**config.mk**
```make
export PLATFORM = sky130hd
export DESIGN_NAME = adcif_flags
export DESIGN_NICKNAME = d
export VERILOG_FILES = /design/src/pkg/adcif_pkg.sv /design/src/hw/adcif_window_cmp.sv /design/src/hw/adcif_flags.sv
export SDC_FILE = /design/constraint.sdc
export NUM_CORES = 1
export LEC_CHECK = 0
export BUFFER_PORTS_ARGS = -buffer_cell sky130_fd_sc_hd__buf_2
export CELL_PAD_IN_SITES_DETAIL_PLACEMENT = 0
export CELL_PAD_IN_SITES_GLOBAL_PLACEMENT = 1
export CORE_AREA = 2 2 118 120
export DETAILED_ROUTE_END_ITERATION = 7
export DIE_AREA = 0 0 120 122
export HOLD_SLACK_MARGIN = 0.1
export PLACE_DENSITY_LB_ADDON = 0.15
export SETUP_SLACK_MARGIN = 0.05
export SLEW_MARGIN = 20
export SYNTH_ARGS = -nofsm -noshare
export SYNTH_HDL_FRONTEND = slang
export SYNTH_SLANG_ARGS = --single-unit
export TNS_END_PERCENT = 20
```
**constraint.sdc**
```tcl
create_clock -name core_clk -period 4.2 [get_ports core_clk]
set_input_delay 0.84 -clock core_clk [delete_from_list [all_inputs] [get_ports core_clk]]
set_output_delay 0.84 -clock core_clk [all_outputs]
set_load 0.005 [all_outputs]
```
**src/pkg/adcif_pkg.sv**
```systemverilog
// ****************************************************************
// Shared constants of the converter event flag block.
// ****************************************************************
package adcif_pkg;

  // ****************************************************************
  // Bus geometry.
  // ****************************************************************
  // Byte address width of the register window.
  localparam int ADDR_W = 8;
  // Data width of the register bus.
  localparam int DATA_W = 32;
  // Width of a register index; the byte address is four times the index.
  localparam int IDX_W = 6;

  // ****************************************************************
  // Register indices, byte address = index * 4.
  // ****************************************************************
  // Window mode control register.
  localparam logic [IDX_W-1:0] IDX_WINDOW_MODE = 6'h04;
  // Interrupt enable control register.
  localparam logic [IDX_W-1:0] IDX_INT_ENABLE = 6'h0a;
  // Event flag register.
  localparam logic [IDX_W-1:0] IDX_EVENT_FLAGS = 6'h0b;
  // Conversion result register, read only.
  localparam logic [IDX_W-1:0] IDX_RESULT = 6'h10;
  // Window low threshold register.
  localparam logic [IDX_W-1:0] IDX_LOW_THR = 6'h12;
  // Window high threshold register.
  localparam logic [IDX_W-1:0] IDX_HIGH_THR = 6'h14;

  // ****************************************************************
  // Field positions and widths.
  // ****************************************************************
  // Number of event flags.
  localparam int FLAG_W = 2;
  // Result ready flag position.
  localparam int BIT_RESULT_READY = 0;
  // Window match flag position.
  localparam int BIT_WINDOW_MATCH = 1;
  // Width of the window compare select field.
  localparam int MODE_W = 3;
  // Width of results and thresholds.
  localparam int RES_W = 16;

  // ****************************************************************
  // Values after reset.
  // ****************************************************************
  localparam logic [7:0] EVENT_FLAGS_RESET = 8'h00;
  localparam logic [7:0] INT_ENABLE_RESET = 8'h00;
  localparam logic [MODE_W-1:0] WINDOW_MODE_RESET = 3'h0;
  localparam logic [RES_W-1:0] THRESHOLD_RESET = 16'h0000;
  localparam logic [RES_W-1:0] RESULT_RESET = 16'h0000;

  // ****************************************************************
  // Bus responses.
  // ****************************************************************
  localparam logic [1:0] RESP_OKAY = 2'h0;
  localparam logic [1:0] RESP_SLVERR = 2'h2;

  // Window comparison modes; the other codes are reserved.
  typedef enum logic [MODE_W-1:0] {
    WMODE_NONE = 3'h0,
    WMODE_BELOW = 3'h1,
    WMODE_ABOVE = 3'h2,
    WMODE_INSIDE = 3'h3,
    WMODE_OUTSIDE = 3'h4
  } adcif_wmode_e;

endpackage

```
**src/hw/adcif_window_cmp.sv**
```systemverilog
`timescale 1ns/1ps
// ****************************************************************
// Window comparator on the finished result.
// ****************************************************************
module adcif_window_cmp (
  input wire logic [adcif_pkg::MODE_W-1:0] mode, // Window compare select.
  input wire logic [adcif_pkg::RES_W-1:0] result, // Finished, possibly accumulated result.
  input wire logic [adcif_pkg::RES_W-1:0] low_thr, // Low threshold.
  input wire logic [adcif_pkg::RES_W-1:0] high_thr, // High threshold.
  output logic match // High when the result fits the mode.
);

  // The two raw comparisons are unsigned; full scale is all ones.
  logic below; // Result under the low threshold.
  logic above; // Result over the high threshold.

  assign below = result < low_thr;
  assign above = result > high_thr;

  // Select the comparison named by the mode; reserved codes never match.
  always_comb begin
    unique case (mode)
      adcif_pkg::WMODE_NONE: begin
        match = 1'b0; // No comparison at all.
      end
      adcif_pkg::WMODE_BELOW: begin
        match = below;
      end
      adcif_pkg::WMODE_ABOVE: begin
        match = above;
      end
      adcif_pkg::WMODE_INSIDE: begin
        match = (result > low_thr) && (result < high_thr);
      end
      adcif_pkg::WMODE_OUTSIDE: begin
        match = below || above;
      end
      default: begin
        match = 1'b0; // Reserved codes behave as no comparison.
      end
    endcase
  end

endmodule // adcif_window_cmp

```
**src/hw/adcif_flags.sv**
```systemverilog
`timescale 1ns/1ps
// Overview of operation
// - Window match sets bit one at finish.
// - Compare only once, when conversion finishes.
// - Window flag cleared by one-write or result read.
// - Result ready sets bit zero at finish.
// - Ready flag cleared by one-write or result read.
// - Writing zero leaves a flag alone.
// - Flag register index 0x0B, resets to zero.
// - Three-bit mode: none, below, above, inside, outside.
// - Flag interrupts only when its enable set.
// - Accumulated result compared, not single samples.
module adcif_flags (
  input wire logic core_clk, // Peripheral clock, 40 MHz.
  input wire logic rst_n, // Asynchronous reset, active low.
  input wire logic conv_done, // One-cycle pulse at end of a measurement.
  input wire logic [adcif_pkg::RES_W-1:0] conv_result, // Final accumulated result.
  input wire logic [adcif_pkg::ADDR_W-1:0] s_axi_awaddr, // Write address.
  input wire logic s_axi_awvalid, // Write address valid.
  output logic s_axi_awready, // Write address ready.
  input wire logic [adcif_pkg::DATA_W-1:0] s_axi_wdata, // Write data.
  input wire logic [3:0] s_axi_wstrb, // Write byte strobes.
  input wire logic s_axi_wvalid, // Write data valid.
  output logic s_axi_wready, // Write data ready.
  output logic [1:0] s_axi_bresp, // Write response.
  output logic s_axi_bvalid, // Write response valid.
  input wire logic s_axi_bready, // Write response ready.
  input wire logic [adcif_pkg::ADDR_W-1:0] s_axi_araddr, // Read address.
  input wire logic s_axi_arvalid, // Read address valid.
  output logic s_axi_arready, // Read address ready.
  output logic [adcif_pkg::DATA_W-1:0] s_axi_rdata, // Read data.
  output logic [1:0] s_axi_rresp, // Read response.
  output logic s_axi_rvalid, // Read data valid.
  input wire logic s_axi_rready, // Read data ready.
  output logic irq // Level interrupt request, active high.
);

  // ****************************************************************
  // Reset release.
  // ****************************************************************

  logic [1:0] rst_sync_q; // Two-stage release of the reset.
  logic rst_n_sync; // Released reset used by all other logic.

  // The reset asserts at once and releases two edges later.
  always_ff @(posedge core_clk or negedge rst_n) begin
    if (!rst_n) begin
      rst_sync_q <= 2'b00;
    end else begin
      rst_sync_q <= {rst_sync_q[0], 1'b1};
    end
  end

  assign rst_n_sync = rst_sync_q[1];

  // ****************************************************************
  // State of the block.
  // ****************************************************************

  typedef struct packed {
    logic aw_got; // A write address is held.
    logic w_got; // A write data beat is held.
    logic [adcif_pkg::ADDR_W-1:0] waddr; // Held write address.
    logic [adcif_pkg::DATA_W-1:0] wdata; // Held write data.
    logic [3:0] wstrb; // Held write strobes.
    logic bvalid; // Write response pending.
    logic [1:0] bresp; // Write response code.
    logic rvalid; // Read data pending.
    logic [adcif_pkg::DATA_W-1:0] rdata; // Read data.
    logic [1:0] rresp; // Read response code.
    logic [adcif_pkg::FLAG_W-1:0] flags; // Sticky event flags.
    logic [adcif_pkg::FLAG_W-1:0] irq_en; // Interrupt enables.
    logic [adcif_pkg::MODE_W-1:0] mode; // Window compare select.
    logic [adcif_pkg::RES_W-1:0] result; // Latched conversion result.
    logic [adcif_pkg::RES_W-1:0] low_thr; // Window low threshold.
    logic [adcif_pkg::RES_W-1:0] high_thr; // Window high threshold.
  } adcif_state_s;

  adcif_state_s st_q; // Registered state.
  adcif_state_s st_d; // Next state.

  // ****************************************************************
  // Decode and events.
  // ****************************************************************

  logic match; // Live window comparison of the incoming result.
  logic commit; // Both halves of a write are held this cycle.
  logic [adcif_pkg::IDX_W-1:0] wr_idx; // Index of the held write.
  logic ar_take; // A read address is accepted this cycle.
  logic [adcif_pkg::IDX_W-1:0] rd_idx; // Index of the offered read.
  logic rd_clear; // Result register is being read.
  logic [adcif_pkg::FLAG_W-1:0] set_vec; // Hardware flag sets.
  logic [adcif_pkg::FLAG_W-1:0] clr_vec; // Software flag clears.

  // The sequencer hands over the accumulated value, which is compared.
  adcif_window_cmp u_cmp (
    .mode(st_q.mode),
    .result(conv_result),
    .low_thr(st_q.low_thr),
    .high_thr(st_q.high_thr),
    .match(match)
  );

  assign commit = st_q.aw_got && st_q.w_got;
  assign wr_idx = st_q.waddr[adcif_pkg::ADDR_W-1:2];
  assign ar_take = s_axi_arvalid && !st_q.rvalid;
  assign rd_idx = s_axi_araddr[adcif_pkg::ADDR_W-1:2];
  assign rd_clear = ar_take && (rd_idx == adcif_pkg::IDX_RESULT);

  // Ready flags show whether a channel can take a new item.
  assign s_axi_awready = !st_q.aw_got && !st_q.bvalid;
  assign s_axi_wready = !st_q.w_got && !st_q.bvalid;
  assign s_axi_arready = !st_q.rvalid;
  assign s_axi_bvalid = st_q.bvalid;
  assign s_axi_bresp = st_q.bresp;
  assign s_axi_rvalid = st_q.rvalid;
  assign s_axi_rdata = st_q.rdata;
  assign s_axi_rresp = st_q.rresp;

  // Each enabled flag drives the single interrupt line.
  assign irq = |(st_q.flags & st_q.irq_en);

  // Both flags are set only by the end-of-conversion strobe.
  always_comb begin
    set_vec = '0;
    set_vec[adcif_pkg::BIT_RESULT_READY] = conv_done;
    set_vec[adcif_pkg::BIT_WINDOW_MATCH] = conv_done && match;
  end

  // Only bits written as one clear; zeros leave flags alone.
  always_comb begin
    clr_vec = '0;
    if (commit && (wr_idx == adcif_pkg::IDX_EVENT_FLAGS) && st_q.wstrb[0]) begin
      clr_vec = st_q.wdata[adcif_pkg::FLAG_W-1:0];
    end
    if (rd_clear) begin
      clr_vec = '1; // Reading the result clears both flags.
    end
  end

  // ****************************************************************
  // Next-state logic.
  // ****************************************************************

  // All bus and register updates are computed into one copy here.
  always_comb begin
    st_d = st_q;
    // Capture the write address when offered.
    if (s_axi_awvalid && s_axi_awready) begin
      st_d.aw_got = 1'b1;
      st_d.waddr = s_axi_awaddr;
    end
    // Capture the write data when offered, in either order.
    if (s_axi_wvalid && s_axi_wready) begin
      st_d.w_got = 1'b1;
      st_d.wdata = s_axi_wdata;
      st_d.wstrb = s_axi_wstrb;
    end
    // Retire a finished write response.
    if (st_q.bvalid && s_axi_bready) begin
      st_d.bvalid = 1'b0;
    end
    // Perform the held write and raise the response.
    if (commit) begin
      st_d.aw_got = 1'b0;
      st_d.w_got = 1'b0;
      st_d.bvalid = 1'b1;
      st_d.bresp = adcif_pkg::RESP_OKAY;
      unique case (wr_idx)
        adcif_pkg::IDX_WINDOW_MODE: begin
          if (st_q.wstrb[0]) begin
            st_d.mode = st_q.wdata[adcif_pkg::MODE_W-1:0];
          end
        end
        adcif_pkg::IDX_INT_ENABLE: begin
          if (st_q.wstrb[0]) begin
            st_d.irq_en = st_q.wdata[adcif_pkg::FLAG_W-1:0];
          end
        end
        adcif_pkg::IDX_EVENT_FLAGS: begin
          st_d.bresp = adcif_pkg::RESP_OKAY; // Clearing is done below.
        end
        adcif_pkg::IDX_RESULT: begin
          st_d.bresp = adcif_pkg::RESP_OKAY; // Read only; the write is dropped.
        end
        adcif_pkg::IDX_LOW_THR: begin
          if (st_q.wstrb[0]) begin
            st_d.low_thr[7:0] = st_q.wdata[7:0];
          end
          if (st_q.wstrb[1]) begin
            st_d.low_thr[15:8] = st_q.wdata[15:8];
          end
        end
        adcif_pkg::IDX_HIGH_THR: begin
          if (st_q.wstrb[0]) begin
            st_d.high_thr[7:0] = st_q.wdata[7:0];
          end
          if (st_q.wstrb[1]) begin
            st_d.high_thr[15:8] = st_q.wdata[15:8];
          end
        end
        default: begin
          st_d.bresp = adcif_pkg::RESP_SLVERR; // Unmapped address.
        end
      endcase
    end
    // Retire finished read data.
    if (st_q.rvalid && s_axi_rready) begin
      st_d.rvalid = 1'b0;
    end
    // Answer a read one cycle after the address is taken.
    if (ar_take) begin
      st_d.rvalid = 1'b1;
      st_d.rresp = adcif_pkg::RESP_OKAY;
      unique case (rd_idx)
        adcif_pkg::IDX_WINDOW_MODE: begin
          st_d.rdata = {29'h0, st_q.mode};
        end
        adcif_pkg::IDX_INT_ENABLE: begin
          st_d.rdata = {30'h0, st_q.irq_en};
        end
        adcif_pkg::IDX_EVENT_FLAGS: begin
          st_d.rdata = {30'h0, st_q.flags};
        end
        adcif_pkg::IDX_RESULT: begin
          st_d.rdata = {16'h0, st_q.result};
        end
        adcif_pkg::IDX_LOW_THR: begin
          st_d.rdata = {16'h0, st_q.low_thr};
        end
        adcif_pkg::IDX_HIGH_THR: begin
          st_d.rdata = {16'h0, st_q.high_thr};
        end
        default: begin
          st_d.rdata = 32'h0;
          st_d.rresp = adcif_pkg::RESP_SLVERR; // Unmapped address.
        end
      endcase
    end
    // A fresh result is latched at the end of every measurement.
    if (conv_done) begin
      st_d.result = conv_result;
    end
    // The set term is applied last so it wins over a clear.
    st_d.flags = (st_q.flags & ~clr_vec) | set_vec;
  end

  // ****************************************************************
  // State register.
  // ****************************************************************

  // All state starts from its documented value after reset.
  always_ff @(posedge core_clk or negedge rst_n_sync) begin
    if (!rst_n_sync) begin
      st_q <= '0;
      st_q.flags <= adcif_pkg::EVENT_FLAGS_RESET[adcif_pkg::FLAG_W-1:0];
      st_q.irq_en <= adcif_pkg::INT_ENABLE_RESET[adcif_pkg::FLAG_W-1:0];
      st_q.mode <= adcif_pkg::WINDOW_MODE_RESET;
      st_q.result <= adcif_pkg::RESULT_RESET;
      st_q.low_thr <= adcif_pkg::THRESHOLD_RESET;
      st_q.high_thr <= adcif_pkg::THRESHOLD_RESET;
    end else begin
      st_q <= st_d;
    end
  end
endmodule // adcif_flags

```
==> metrics.md, run 1 <==
| Metric | Value |
|---|---|
| Hold Crit Class | `in2async` |
| Fmax | `0.4030 GHz` |
| DRC | `0` |
| Post-synthesis compound-gate area fraction | `8.946%` |
| Synth top area cells | `dfrtp_1 47%, mux2_2 15%, ha_1 7.3%, buf_4 5.2%, mux2i_1 3.8%` |
| Starting Density | `40.70%` |
| Num CTS Buffers | `9` |
| Switch share | `32.16%` |
| Setup bufs post-CTS | `0` |
| Worst-path clk slew | `70 ps` |
| Leakage power | `2.866 nW` |
| Logic gate share of total power | `24.7%` |
| Net switching power | `0.9863 mW` |
| Maximum Capacitance Violations | `0` |
| Share of layout cells above drive strength 1 | `34.14%` |
| Clk_skew | `6.210 ps` |
| Slowest CP cell | `a31oi_2` |
| Startpoint types | `input pin` |
| Filler Cell Count | `1278` |
| Number of hold violations in the final report | `0` |
| HPWL Detailed | `8664 um` |
| Mapped cell area | `5497 um^2` |
| Gate Count Post-Synth | `474` |
| Setup crit end kind | `flop` |
| Unique cell type count in the Yosys netlist | `49` |
| Synth Flop Type | `dfrtp_1` |
| PostCTS Resize Cnt | `0` |
| Worst-skew pair later-pin latency | `350 ps` |
| Part of the Yosys area used for sequential elements | `46.89%` |
| Slew Viols, Final | `0` |
| Seq pwr share | `48.9%` |
| Clock buffer depth | `2` |
| Setup CP Type | `in2reg` |
| ANT nets after route | `0` |
| Main combinational cell family by area after synthesis | `multiplexers` |
| Peak supply drop | `298.8 uV` |
| DRT iter0 DRCs | `146` |
| CTS Hold Bufs | `0` |
| Core area | `13500 um^2` |
| Hold WS | `264.0 ps` |
| Final setup vio count | `0` |
| GP Congestion | `0.8706` |
| Num ports | `118` |
| CTS tree | `yes` |
| Global-route wire length before repair | `19440 um` |
| Unrepaired setup endpoints after global routing | `false` |
| I/O Buffers | `77` |
| Clock share of power | `26.4%` |
| GRT Resource Usage Total | `17.30%` |
| Adder-Cell Fraction of Synth Area | `7.284%` |
| WL per Instance | `16.57 um` |
| Worst Path Max Fanout | `19` |
| Synth top area share | `46.89%` |
| Leading area contributor after synthesis | `dfrtp_1` |
| Global route overflow | `0` |
| Vias in the first global route | `3711` |
| Post-synthesis simple-gate area fraction | `8.354%` |
| Worst-Margin Slew | `1040 ps` |
| Synthesized area per cell | `11.60 um^2` |
| Root buf cell | `clkbuf_16` |
| Power density cells | `499.1 nW/um^2` |
| DR pass1 iterations | `5` |
| FFs w/ async S/R, synth | `100.0%` |
| Row cnt | `43` |
| DR vias/cell | `5.059` |
| Arrival time at the worst endpoint | `2770 ps` |
| Period utilization | `59.09%` |
| Relative slew slack | `30.67%` |
| Critical path, cell by cell | `buf_2 -> nor3_2 -> nand3b_2 -> a31oi_2 -> a22o_1` |
| Pin count of the biggest net entering global routing | `76` |
| Minimum clock period | `2482 ps` |
| Post-synthesis mux area share | `19.60%` |
| Internal Power | `2.080 mW` |
| Final wirelength | `11860 um` |
| CP required | `4480 ps` |
| CP top delay family | `compound AO/OA/AOI/OAI gates` |
| Die height | `122 um` |
| Post-synthesis register bit count | `103` |
| H-tree depth | `3` |
| Syn. warnings | `0` |
| Max incr delay on CP | `830 ps` |
| Via count | `3622` |
| Post-synth EDFFs | `0` |
| Synth Area in XOR/XNOR | `0.1593%` |
| NumNets Final | `639` |
| Antenna violations before repair | `0` |
| Die Wd | `120 um` |
| # clock sinks | `103` |
| Status | `finished, final reports clean` |
| ANT cells | `0` |
| Area growth syn-to-layout | `11.77%` |
| DIE AREA | `14640 um^2` |
| TNS Setup | `0 ps` |
| CP bufs+invs | `1` |
==> layout make-up <==
type	count	area, um^2	area share [%]
clock buffers	10	239.0	3.890
clock inverters	6	53.80	0.8758
inverters	36	135.1	2.200
multi-input cells	302	2509	40.84
flip-flops and latches	103	2581	42.02
well taps	180	225.2	3.666
repair buffers	79	400.4	6.517
==> stage by stage <==
stage	cell area [um^2]	setup WS (ps)	power [mW]	instances	utilization, %
after global routing	6143	1582	3.291	716	45.49
final	6143	1718	3.066	716	45.49
after CTS	6143	1700	3.112	716	45.49
after global placement	5851	1369	2.261	700	43.32
after floorplan	5560	1118	2.047	491	-
after detailed placement	5851	1332	2.291	700	43.32
==> power by group through the flow <==
stage / combinational, mW / clock [mW] / sequential, mW
after CTS: 0.771 / 0.838 / 1.50
after floorplan: 0.618 / 0 / 1.43
after global routing: 0.862 / 0.879 / 1.55
final: 0.756 / 0.809 / 1.50
after global placement: 0.750 / 0 / 1.51
after detailed placement: 0.769 / 0 / 1.52
==> kinds of logic (layout without fill, tap and decap cells) <==
family,Yosys count,in the layout
flip-flops,103,103
multiplexers,98,98
buffers and inverters,86,131
AND/OR/NAND/NOR,77,77
AO/OA/AOI/OAI,75,75
adder cells (fa/ha/maj),32,32
other,2,19
XOR/XNOR,1,1
==> cells in the mapped netlist, types with 3 or more instances <==
cell type	instances
o21ai_0	21
inv_1	36
nand4_1	10
clkbuf_1	5
buf_2	7
nand2_1	23
o22ai_1	3
dfrtp_1	103
a31oi_1	3
and2_1	3
buf_4	38
nor2_1	12
nor2b_1	5
a21oi_1	17
mux2i_1	21
a22o_1	14
nand3_1	3
mux2_2	74
o21ai_1	3
mux2_1	3
ha_1	32
nand3_4	4
==> worst reg2reg max path, cell delays in order (launching register included) <==
cell	delay (ps)
dfrtp_1	380
inv_1	50
ha_1	300
a21oi_1	160
o21a_1	170
o22ai_1	80
nor4_1	480
o32a_1	230
a21oi_1	60
==> state kept, by name, indices dropped and copies added (netlist names) <==
| signal | count |
|---|---|
| s_axi_rvalid | 1 |
| st_q | 81 |
| s_axi_bvalid | 1 |
| s_axi_rresp | 1 |
| s_axi_rdata | 16 |
| rst_sync_q | 2 |
| s_axi_bresp | 1 |
==> placed cells by master (no fill, tap or decap), drive strengths merged, types with 3 or more instances in the layout <==
master / synthesis / layout
nand2: 24 / 24
clkinv: 0 / 3
a31oi: 4 / 4
a22o: 14 / 14
conb: 2 / 19
o21ai: 24 / 24
clkbuf: 5 / 10
nand3: 7 / 7
a21oi: 17 / 17
nor2: 14 / 14
nor2b: 5 / 5
inv: 36 / 38
ha: 32 / 32
and2: 3 / 3
mux2i: 21 / 21
o22ai: 3 / 3
dfrtp: 103 / 103
mux2: 77 / 77
buf: 45 / 79
nand4: 10 / 10
==> final timing paths <==
check | startpoint | to | slack, ps | cells after the start
max | s_axi_araddr[2] | s_axi_rdata[10]$_DFFE_PN0P_ | 1720 | 5
max reg2reg | st_q[11]$_DFFE_PN0P_ | st_q[54]$_DFF_PN0_ | 2180 | 8
max in group asynchronous | rst_sync_q[1]$_DFF_PN0_ | st_q[36]$_DFFE_PN0P_ | 2780 | 1
min in group core_clk | rst_sync_q[0]$_DFF_PN0_ | rst_sync_q[1]$_DFF_PN0_ | 360 | 0
min reg2reg | rst_sync_q[0]$_DFF_PN0_ | rst_sync_q[1]$_DFF_PN0_ | 360 | 0
min | rst_n | rst_sync_q[1]$_DFF_PN0_ | 260 | 1
==> metal layers <==
metal / vias up / share of wire, % / GRT usage [%]
met2: 92 / 48 / 28.94
met3: 12 / 4.1 / 4.073
met5: - / 0 / 0
met4: 0 / 1.2 / 4.632
li1: 1736 / - / -
met1: 1782 / 46 / 22.57
No activity file was read; power rests on OpenSTA's default activity.
==> run 2: changes to the inputs <==
--- a/config.mk
+++ b/config.mk
@@ -8,9 +8,9 @@
 export BUFFER_PORTS_ARGS = -buffer_cell sky130_fd_sc_hd__buf_2
 export CELL_PAD_IN_SITES_DETAIL_PLACEMENT = 0
 export CELL_PAD_IN_SITES_GLOBAL_PLACEMENT = 1
-export CORE_AREA = 2 2 118 120
+export CORE_AREA = 2 2 122 124
 export DETAILED_ROUTE_END_ITERATION = 7
-export DIE_AREA = 0 0 120 122
+export DIE_AREA = 0 0 124 126
 export HOLD_SLACK_MARGIN = 0.1
 export PLACE_DENSITY_LB_ADDON = 0.15
 export SETUP_SLACK_MARGIN = 0.05
==> constraint.sdc (replaced) <==
create_clock -name core_clk -period 2.2 [get_ports core_clk]
set_input_delay 0.44 -clock core_clk [delete_from_list [all_inputs] [get_ports core_clk]]
set_output_delay 0.44 -clock core_clk [all_outputs]
set_load 0.005 [all_outputs]
==> run 2 against run 1 <==
Setup slack worse by 1500 ps; hold slack lost 3.5 ps; sequential cell count is the same; via count fell by 0.58%; clock-buffer cell count unchanged; clock power rose by 89%; clock skew increased by 2.7 ps; total power increased by 91%; critical endpoint is now st_q[54]$_DFF_PN0_; largest power group unchanged.
==> metrics.md, run 2 (synthesized netlist as in run 1, its figures left out) <==
| Metric | Value |
|---|---|
| Final setup vio count | `0` |
| Worst Hold Launch | `s_axi_rready` |
| Global route overflow | `0` |
| Clk_skew | `8.865 ps` |
| Commonest non-fill, non-tap cell in the layout | `dfrtp_1` |
| Vias in the first global route | `3669` |
| Area growth syn-to-layout | `13.45%` |
| Net switching power | `1.894 mW` |
| Global-route wire length before repair | `19630 um` |
| Logic gate share of total power | `25.4%` |
| Worst-Margin Slew | `544.0 ps` |
| Status | `finished, final reports clean` |
| Num ports | `118` |
| Placed instance area | `5941 um^2` |
| End of the worst register-to-register path | `st_q[54]$_DFF_PN0_` |
| Worst Path Max Fanout | `3` |
| Setup crit start | `st_q[11]$_DFFE_PN0P_` |
| GP Congestion | `0.8455` |
| Period utilization | `89.59%` |
| Final Cell Area | `6236 um^2` |
| CTS tree | `yes` |
| Fmax | `0.5074 GHz` |
| Num CTS Buffers | `9` |
| DRT iter0 DRCs | `151` |
| I/O Buffers | `77` |
| Final core occ | `43.57%` |
| Setup crit end kind | `flop` |
| Peak supply drop | `585.2 uV` |
| # clock sinks | `103` |
| Seq pwr share | `48.5%` |
| Number of hold violations in the final report | `0` |
| Worst Setup Slack, final | `229.0 ps` |
| Internal Power | `3.969 mW` |
| CP Capture Point | `st_q[54]$_DFF_PN0_` |
| DRC | `0` |
| Root buf cell | `clkbuf_16` |
| Relative slew slack | `63.73%` |
| TNS Setup | `0 ps` |
| Slew Viols, Final | `0` |
| Most flop-heavy register | `st_q` |
| CP required | `2440 ps` |
| ANT cells | `0` |
| Arrival time at the worst endpoint | `2220 ps` |
| Clock buffer depth | `2` |
| Worst-skew pair later-pin latency | `350 ps` |
| Hold Crit Class | `in2reg` |
| WL per Instance | `16.51 um` |
| Setup bufs post-CTS | `0` |
| GRT Resource Usage Total | `16.67%` |
| Hold path depth | `2` |
| Core area | `14310 um^2` |
| Worst-path clk slew | `70 ps` |
| H-tree depth | `3` |
| Die Wd | `124 um` |
| Starting Density | `38.40%` |
| Antenna violations before repair | `0` |
| R2R depth | `8` |
| Power density cells | `940.3 nW/um^2` |
| Startpoint types | `flop` |
| Flop-to-flop setup slack | `230 ps` |
| Hold WS | `260.5 ps` |
| Worst R2R Start | `st_q[11]$_DFFE_PN0P_` |
| NumNets Final | `648` |
| Unrepaired setup endpoints after global routing | `false` |
| Row cnt | `44` |
| Via count | `3601` |
| Share of layout cells above drive strength 1 | `34.86%` |
| Final wirelength | `12030 um` |
| DIE AREA | `15620 um^2` |
| Maximum Capacitance Violations | `0` |
| Place WS | `75.09 ps` |
| DR vias/cell | `4.940` |
| Minimum clock period | `1971 ps` |
| Clock share of power | `26.1%` |
| HPWL Detailed | `9041 um` |
| Max reg flops | `81` |
| Die height | `126 um` |
| Setup CP Type | `reg2reg` |
| Most frequent cells in the layout | `102 x dfrtp_1, 77 x buf_2, 74 x mux2_2` |
| DR pass1 iterations | `4` |
| Pin count of the biggest net entering global routing | `42` |
| ANT nets after route | `0` |
| Leakage power | `2.916 nW` |
| Switch share | `32.31%` |
run 2: worst max-delay path, cell delays in order, from the launching register on:
cell and delay [ps]:
dfrtp_1 380, inv_1 60, ha_1 310, a21oi_1 150
o21a_1 160, o22ai_1 80, nor4_1 450, o32a_1 220
a21oi_1 50
run 2: repair_timing:
item | 4_1_cts | 5_1_grt
hold endpoints to repair | 2 | 0
resized for setup | 0 | 0
hold buffers | 1 | 0
run 2: worst min path at each step:
stage	endpoint	slack, ps
detailed placement	rst_sync_q[0]$_DFF_PN0_	230
global route	s_axi_rvalid$_DFFE_PN0P_	240
floorplan	rst_sync_q[0]$_DFF_PN0_	140
global placement	rst_sync_q[0]$_DFF_PN0_	230
CTS	s_axi_bvalid$_DFFE_PN0P_	240
finish	s_axi_rvalid$_DFFE_PN0P_	260
run 2: metrics by stage:
| step | std cells | total power [mW] |
|---|---|---|
| CTS | 729 | 5.964 |
| floorplan | 491 | 3.908 |
| detailed placement | 712 | 4.403 |
| global route | 729 | 6.296 |
| finish | 729 | 5.864 |
| global placement | 712 | 4.342 |
run 2: layout make-up:
type	count	area (um^2)
Inverter	36	135.1
Sequential cell	103	2581
Tap cell	184	230.2
Multi-Input combinational cell	302	2509
Clock inverter	6	56.30
Timing Repair Buffer	88	495.5
Fill cell	1394	8078
Clock buffer	10	229.0
run 2: power by group through the flow:
stage          combinational [mW]  clock, mW  sequential [mW]
6_report                     1.49       1.53             2.84
4_1_cts                      1.52       1.59             2.85
3_5_place_dp                 1.51          0             2.89
2_1_floorplan                1.18          0             2.73
3_3_place_gp                 1.48          0             2.86
5_1_grt                      1.69       1.67             2.94
run 2: per-layer routing:
| layer | global-route usage (%) | vias up | wire, um |
|---|---|---|---|
| li1 | - | 1760 | - |
| met1 | 22.60 | 1768 | 5863 |
| met2 | 26.44 | 67 | 5563 |
| met3 | 4.937 | 6 | 503 |
| met4 | 3.569 | 0 | 103 |
| met5 | 0 | - | 0 |
